--- src/aale_pkg.sv ---
// Constants and types of the add and logic execute datapath
// Function
// - Add-immediate (11 111x k) puts acc + literal in acc; sets C, HC, Z.
// - AND-immediate (11 1001 k) puts acc & literal in acc; sets only Z.
// - Add-file (00 0111 d f) adds acc to the file register; sets C, HC, Z.
// - AND-file (00 0101 d f) ANDs acc with the file register; sets only Z.
// - In file forms d=0 writes the result to acc, d=1 to the file register.
// - A file operand at an I/O port is taken from the pins, not the latch.
// - A file result written to the timer count clears an assigned prescaler.
package aale_pkg;

  // Opcode fields
  localparam logic [1:0] LIT_HI       = 2'h3;
  localparam logic [1:0] FILE_HI      = 2'h0;
  localparam logic [2:0] ADD_IMM_NIB  = 3'h7;
  localparam logic [3:0] AND_IMM_NIB  = 4'h9;
  localparam logic [3:0] ADD_FILE_NIB = 4'h7;
  localparam logic [3:0] AND_FILE_NIB = 4'h5;
  localparam int         DIR_POS      = 7;
  localparam logic       DIR_TO_FILE  = 1'h1;

  // File addresses of the I/O ports and the timer count register
  localparam logic [6:0] PORT_A_ADDR  = 7'h10;
  localparam logic [6:0] PORT_B_ADDR  = 7'h11;
  localparam logic [6:0] TIMER_ADDR   = 7'h12;

  // APB byte offsets
  localparam logic [7:0] ACC_OFF      = 8'h00;
  localparam logic [7:0] FLAG_OFF     = 8'h04;
  localparam logic [7:0] CTRL_OFF     = 8'h08;
  localparam logic [7:0] COUNT_OFF    = 8'h0c;

  // Flag bit positions and reset values
  localparam int         C_POS        = 0;
  localparam int         HC_POS       = 1;
  localparam int         Z_POS        = 2;
  localparam logic [7:0] ACC_RST      = 8'h00;
  localparam logic       CTRL_EN_RST  = 1'h1;
  localparam logic [15:0] COUNT_RST   = 16'h0000;

  typedef enum logic [2:0] {
    OP_NONE, OP_ADD_IMM, OP_AND_IMM, OP_ADD_FILE, OP_AND_FILE
  } aale_op_t;

  typedef struct packed {
    logic z;
    logic half_carry_flag;
    logic carry;
  } aale_flags_t;

  typedef struct packed {
    logic       en;
    logic [6:0] addr;
    logic [7:0] data;
  } aale_file_wr_t;

endpackage : aale_pkg

--- src/aale_exec.sv ---
// Execute datapath for add and AND, immediate and file forms
//
// The APB slave port and the register offsets are this design's own decisions.
`timescale 1ns/1ps
module aale_exec (
  input  wire logic                   ref_clk,
  input  wire logic                   nrst,
  input  wire logic                   psel,
  input  wire logic                   penable,
  input  wire logic                   pwrite,
  input  wire logic [7:0]             paddr,
  input  wire logic [31:0]            pwdata,
  output logic [31:0]                 prdata,
  output logic                        pready,
  output logic                        pslverr,
  input  wire logic                   instr_valid,
  input  wire logic [13:0]            instr,
  input  wire logic [7:0]             file_rd_data,
  input  wire logic [7:0]             pin_data,
  input  wire logic                   presc_on_timer,
  output logic [7:0]                  acc,
  output aale_pkg::aale_flags_t       flags,
  output aale_pkg::aale_file_wr_t     file_wr,
  output logic                        presc_clr,
  output logic                        exec_done
);

  logic [7:0]              acc_reg;
  logic [7:0]              acc_next;
  aale_pkg::aale_flags_t   flags_reg;
  aale_pkg::aale_flags_t   flags_next;
  aale_pkg::aale_file_wr_t file_wr_reg;
  aale_pkg::aale_file_wr_t file_wr_next;
  logic                    presc_clr_reg;
  logic                    done_reg;
  logic                    ctrl_en_reg;
  logic [15:0]             count_reg;
  logic [31:0]             prdata_reg;
  logic [31:0]             rd_mux;
  logic                    pready_reg;
  logic                    pslverr_reg;

  aale_pkg::aale_op_t      op;
  wire logic [1:0]         opc_hi;
  wire logic [3:0]         opc_nib;
  wire logic [6:0]         file_addr;
  wire logic               dir_bit;
  wire logic               go;
  wire logic               is_file;
  wire logic               is_add;
  wire logic               to_file;
  wire logic               addr_is_port;
  wire logic [7:0]         file_src;
  wire logic [7:0]         src;
  wire logic [8:0]         sum9;
  wire logic [4:0]         low5;
  wire logic [7:0]         result;
  wire logic               res_zero;
  wire logic               hit_timer;

  // Instruction field split and opcode decode
  assign opc_hi    = instr[13:12];
  assign opc_nib   = instr[11:8];
  assign file_addr = instr[6:0];
  assign dir_bit   = instr[aale_pkg::DIR_POS];
  assign op =
    (opc_hi == aale_pkg::LIT_HI && opc_nib[3:1] == aale_pkg::ADD_IMM_NIB)
      ? aale_pkg::OP_ADD_IMM :
    (opc_hi == aale_pkg::LIT_HI && opc_nib == aale_pkg::AND_IMM_NIB)
      ? aale_pkg::OP_AND_IMM :
    (opc_hi == aale_pkg::FILE_HI && opc_nib == aale_pkg::ADD_FILE_NIB)
      ? aale_pkg::OP_ADD_FILE :
    (opc_hi == aale_pkg::FILE_HI && opc_nib == aale_pkg::AND_FILE_NIB)
      ? aale_pkg::OP_AND_FILE : aale_pkg::OP_NONE;

  // Operation class and qualified execute strobe
  assign go      = instr_valid && ctrl_en_reg && (op != aale_pkg::OP_NONE);
  assign is_file = (op == aale_pkg::OP_ADD_FILE) ||
                   (op == aale_pkg::OP_AND_FILE);
  assign is_add  = (op == aale_pkg::OP_ADD_IMM) ||
                   (op == aale_pkg::OP_ADD_FILE);
  assign to_file = is_file && (dir_bit == aale_pkg::DIR_TO_FILE);

  // Operand select; ports are read from the pins, not the latch, so a
  // read-modify-write of a port sees what the outside world drives
  assign addr_is_port = (file_addr == aale_pkg::PORT_A_ADDR) ||
                        (file_addr == aale_pkg::PORT_B_ADDR);
  assign file_src = addr_is_port ? pin_data : file_rd_data;
  assign src      = is_file ? file_src : instr[7:0];

  // Adder with carry out of bit 7 and of bit 3
  assign sum9     = {1'b0, acc_reg} + {1'b0, src};
  assign low5     = {1'b0, acc_reg[3:0]} + {1'b0, src[3:0]};
  assign result   = is_add ? sum9[7:0] : (acc_reg & src);
  assign res_zero = (result == 8'h00);
  assign hit_timer = to_file && (file_addr == aale_pkg::TIMER_ADDR);

  // APB write strobes, taken at the completing edge only
  wire logic apb_wr;
  wire logic wr_acc;
  wire logic wr_flag;
  wire logic wr_ctrl;
  wire logic addr_ok;
  assign apb_wr  = psel && penable && pready_reg && pwrite;
  assign wr_acc  = apb_wr && (paddr == aale_pkg::ACC_OFF);
  assign wr_flag = apb_wr && (paddr == aale_pkg::FLAG_OFF);
  assign wr_ctrl = apb_wr && (paddr == aale_pkg::CTRL_OFF);
  assign addr_ok = (paddr == aale_pkg::ACC_OFF)  ||
                   (paddr == aale_pkg::FLAG_OFF) ||
                   (paddr == aale_pkg::CTRL_OFF) ||
                   (paddr == aale_pkg::COUNT_OFF);

  // Accumulator: an executing op that writes acc wins over a software write
  assign acc_next = (go && !to_file) ? result :
                    wr_acc ? pwdata[7:0] : acc_reg;

  // Flags: add ops set all three, AND ops only zero; an executing op
  // drops a software flag write of the same cycle as a whole
  wire logic flag_sw_wr;
  assign flag_sw_wr = wr_flag && !go;
  assign flags_next.z = go ? res_zero :
                        flag_sw_wr ? pwdata[aale_pkg::Z_POS] : flags_reg.z;
  assign flags_next.carry = (go && is_add) ? sum9[8] :
                            flag_sw_wr ? pwdata[aale_pkg::C_POS] :
                            flags_reg.carry;
  assign flags_next.half_carry_flag = (go && is_add) ? low5[4] :
                            flag_sw_wr ? pwdata[aale_pkg::HC_POS] :
                            flags_reg.half_carry_flag;

  // File write-back port
  assign file_wr_next.en   = go && to_file;
  assign file_wr_next.addr = file_addr;
  assign file_wr_next.data = result;

  // Read mux for the register file
  assign rd_mux =
    (paddr == aale_pkg::ACC_OFF)   ? {24'h000000, acc_reg} :
    (paddr == aale_pkg::FLAG_OFF)  ? {29'h00000000, flags_reg} :
    (paddr == aale_pkg::CTRL_OFF)  ? {31'h00000000, ctrl_en_reg} :
    (paddr == aale_pkg::COUNT_OFF) ? {16'h0000, count_reg} :
    32'h00000000;

  // Datapath state, one cycle per instruction
  // Write-back address and data pass every cycle; only en qualifies them
  always_ff @(posedge ref_clk or negedge nrst) begin
    if (!nrst) begin
      acc_reg       <= aale_pkg::ACC_RST;
      flags_reg     <= '0;
      file_wr_reg   <= '0;
      presc_clr_reg <= 1'b0;
      done_reg      <= 1'b0;
    end else begin
      acc_reg       <= acc_next;
      flags_reg     <= flags_next;
      file_wr_reg   <= file_wr_next;
      presc_clr_reg <= go && hit_timer && presc_on_timer;
      done_reg      <= go;
    end
  end

  // Control and executed-op counter
  always_ff @(posedge ref_clk or negedge nrst) begin
    if (!nrst) begin
      ctrl_en_reg <= aale_pkg::CTRL_EN_RST;
      count_reg   <= aale_pkg::COUNT_RST;
    end else begin
      if (wr_ctrl) begin
        ctrl_en_reg <= pwdata[0];
      end
      if (go) begin
        count_reg <= count_reg + 16'h0001;
      end
    end
  end

  // APB answer, one wait state: pready rises one cycle into the access
  // phase and falls right after the completing edge
  always_ff @(posedge ref_clk or negedge nrst) begin
    if (!nrst) begin
      pready_reg  <= 1'b0;
      pslverr_reg <= 1'b0;
      prdata_reg  <= 32'h00000000;
    end else begin
      pready_reg  <= psel && penable && !pready_reg;
      pslverr_reg <= psel && penable && !pready_reg && !addr_ok;
      prdata_reg  <= (psel && penable && !pready_reg) ? rd_mux
                                                      : 32'h00000000;
    end
  end

  // Outputs straight from the registers
  assign acc       = acc_reg;
  assign flags     = flags_reg;
  assign file_wr   = file_wr_reg;
  assign presc_clr = presc_clr_reg;
  assign exec_done = done_reg;
  assign prdata    = prdata_reg;
  assign pready    = pready_reg;
  assign pslverr   = pslverr_reg;

  // Helper strobes that the checks share
  wire logic go_add_imm;
  wire logic go_and_f0;
  assign go_add_imm = go && (op == aale_pkg::OP_ADD_IMM);
  assign go_and_f0  = go && (op == aale_pkg::OP_AND_FILE) && !dir_bit;
endmodule : aale_exec

--- config.mk ---
export PLATFORM = sky130hd
export DESIGN_NAME = aale_exec
export DESIGN_NICKNAME = d
export VERILOG_FILES = /design/src/aale_pkg.sv /design/src/aale_exec.sv
export SDC_FILE = /design/constraint.sdc
export NUM_CORES = 1
export LEC_CHECK = 0
export BUFFER_PORTS_ARGS = -buffer_cell sky130_fd_sc_hd__buf_2
export CORE_AREA = 2 2 72 101
export CTS_BUF_LIST = sky130_fd_sc_hd__clkbuf_16
export CTS_CLUSTER_DIAMETER = 30
export CTS_CLUSTER_SIZE = 24
export DETAILED_ROUTE_END_ITERATION = 10
export DIE_AREA = 0 0 74 103
export PLACE_DENSITY = 0.92
export SYNTH_ARGS = -nofsm -noshare
export SYNTH_HDL_FRONTEND = slang
export SYNTH_SLANG_ARGS = --single-unit
--- constraint.sdc ---
create_clock -name ref_clk -period 3.55 [get_ports ref_clk]
set_clock_uncertainty 0.2 [all_clocks]
set_input_delay 0.1775 -clock ref_clk [delete_from_list [all_inputs] [get_ports ref_clk]]
set_output_delay 0.1775 -clock ref_clk [all_outputs]
set_load 0.005 [all_outputs]
==> summary.txt <==
Power
  – Share of power burned in registers: 45.9%
  – Combinational group share of total power: 8.3%
  – Pwr Density: 375 nW/um^2
  – Worst vdd ir: 0.272 mV
  – Switching power total: 0.365 mW
  – LEAKAGE: 2.33 nW
  – Cell-internal power: 1.25 mW
  – Sw Share: 22.6%
  – Clock Power Share: 45.8%

Routing
  – DR WL/cell: 16.2 um
  – Drt drc: 0
  – Drt first pass iters: 4
  – Initial drt markers: 157
  – Via Count: 2,792
  – Via-per-instance ratio: 5.31
  – Post-Route WL: 8.51 mm
  – Routed Antenna Nets: 0

Place
  – GP Congestion: 0.870
  – Final HPWL DP: 6.14 mm
  – Placed cells: 493
  – Placement Setup Slack: 0.0203 ns
  – Port Buffer Count: 99

Die
  – Die W: 74 um
  – I/O pins: 140
  – Die area: 7620 um^2
  – Die height: 103 um
  – FP Rows: 36
  – Initial Util: 48.2%
  – Core area: 6800 um^2

Logic synthesis
  – Syn. warnings: 0
  – Ys async rst share: 100%
  – Yosys cell types: 51
  – Yosys reg bits: 64
  – EDFF count, synth: 0
  – Mapped Cells: 298
  – Seq/Total Area, Yosys: 48.9%
  – Ys flop type: dfrtp_1
  – Dominant cell type by area after synthesis: dfrtp_1
  – Syn_area_per_cell: 11.0 um^2
  – Yosys top cell area share: 48.1%
  – Post-Syn Area: 3280 um^2
  – Synth top area cells: dfrtp_1, mux2i_1, buf_4

Clock tree
  – Post-CTS repair timing setup buffer count: 0
  – Clk Latency, worst-skew pair: 0.33 ns
  – CTS tree: done
  – CTS clk-pin slew, worst paths: 0.05 ns
  – CTS H-tree lvls: 3
  – CTS sink cnt: 64
  – Maximum clock path buffer count: 2
  – Total CTS buffers: 9
  – Root buf cell: clkbuf_16

Final layout
  – Area growth syn-to-layout: 31.5%
  – Fin nets: 516
  – Antenna Cells: 0
  – Most common cell after layout, fill and taps aside: buf_2
  – Post-route non-filler standard cell count: 526
  – Share of cells above drive strength 1: 33.9%
  – Most frequent cells in the layout: buf_2, dfrtp_1, nand2_1

Status
  – Status: finished, final reports clean

Timing
  – Slew HR: 49.5%
  – Setup ws final: 0.167 ns
  – Hold Fails Final Rpt: 0
  – Max Freq: 296 MHz
  – Setup TNS: 0 ns
  – Slew of the pin with the lowest slew margin: 0.758 ns
  – Max-slew violations: 0
  – Period utilisation layout: 95.3%
  – # setup viols final: 0
  – Unrepaired setup endpoints after global routing: false
  – Crit path time final: 3.38 ns

Global route
  – Pin count of the biggest net entering global routing: 35
  – All-layer global routing usage: 23.3%
  – Total gr overflow: 0
  – Vias in the first global route: 2,775
  – Initial antenna violation count: 0
  – First-pass GRT wire length: 13.1 mm

Setup path
  – FF-to-FF path depth: 7
  – Worst Path Arrival: 3.41 ns
  – Crit path kind: in2reg
  – CP Capture Type: register
  – CP required: 3.57 ns
  – Crit path max fanout: 4
  – CP startpoint kind: input port

Worst hold path
  – Hold crit path type: in2reg
  – Hold depth: 3

Job
  – Max_cap viols: 0
## repair_timing
action / CTS / global route
hold endpoints to repair: 52 / 0
setup endpoints to repair: 0 / 2
hold buffers: 20 / 0
resized for setup: 0 / 3
## power groups by stage
stage                     Clock (mW)  Combinational, mW  Sequential [mW]
after floorplan                    0             0.0581            0.755
after global placement             0              0.110            0.754
after detailed placement           0              0.115            0.754
after CTS                      0.738              0.132            0.742
after global routing           0.774              0.149            0.742
final                          0.740              0.134            0.742
## stage by stage
step	utilization (%)	power [mW]	instance area [um^2]	hold slack, ns
CTS	63.2	1.61	4300	0.00798
detailed placement	56.7	0.869	3860	0.0784
finish	63.3	1.62	4310	0.0305
global placement	56.7	0.864	3860	0.0725
floorplan	-	0.813	3330	-0.318
global route	63.3	1.67	4310	0.0488
## logic make-up after synthesis
family / count (synthesis) / share of synthesized area, %
XOR/XNOR: 20 / 5.35
AND/OR/NAND/NOR: 102 / 16.2
buffers and inverters: 28 / 5.46
multiplexers: 31 / 9.89
adder cells (fa/ha/maj): 10 / 4.05
other: 1 / 0.114
flip-flops: 64 / 48.9
AO/OA/AOI/OAI: 42 / 10.0
## final cells by class
type	count	area (um^2)
inverter	5	21.3
clock inverter	4	17.5
clock buffer	9	225
multi-input combinational	221	1560
fill	510	2490
sequential	64	1600
timing repair buffer	128	763
tap	95	119
## synth_stat cells (2+ instances only)
master and number:
a2111oi_0 2, a21o_1 3, a21oi_1 8, a22oi_1 6
and2_1 10, and3_1 6, buf_2 2, buf_4 18
clkbuf_1 2, dfrtp_1 63, ha_1 9, inv_1 4
mux2_2 11, mux2i_1 20, nand2_1 27, nand3_1 10
nand4_1 5, nor2_1 25, nor3_1 5, nor4_1 3
o21ai_0 10, o22ai_1 2, xnor2_1 15, xor2_1 5
## metal layers
metal | wire, um | GRT usage, %
met5 | 0 | 0
met4 | 447 | 17.3
met3 | 541 | 3.81
met2 | 4560 | 41.1
met1 | 2960 | 24.2
## worst paths after layout
kind                               start             to  slack (ns)
max                             instr[4]       flags[2]        0.17
min                            pwdata[5]         acc[5]        0.03
max reg2reg                       acc[0]       flags[2]        0.88
min reg2reg                count_reg[15]  count_reg[15]        0.27
max in group asynchronous           nrst      presc_clr        2.01
min in group asynchronous           nrst         acc[3]        0.26
## critical path, stage by stage
cell,delay [ns]
dlygate4sd3_1,0.54
buf_2,0.13
nand2_1,0.10
nor2_4,0.19
mux2i_2,0.23
o21ai_1,0.13
ha_1,0.24
fa_1,0.40
a31o_2,0.31
a31oi_4,0.21
xnor2_1,0.10
mux2_2,0.31
o41ai_2,0.32
No activity file was read; power rests on OpenSTA's default activity.
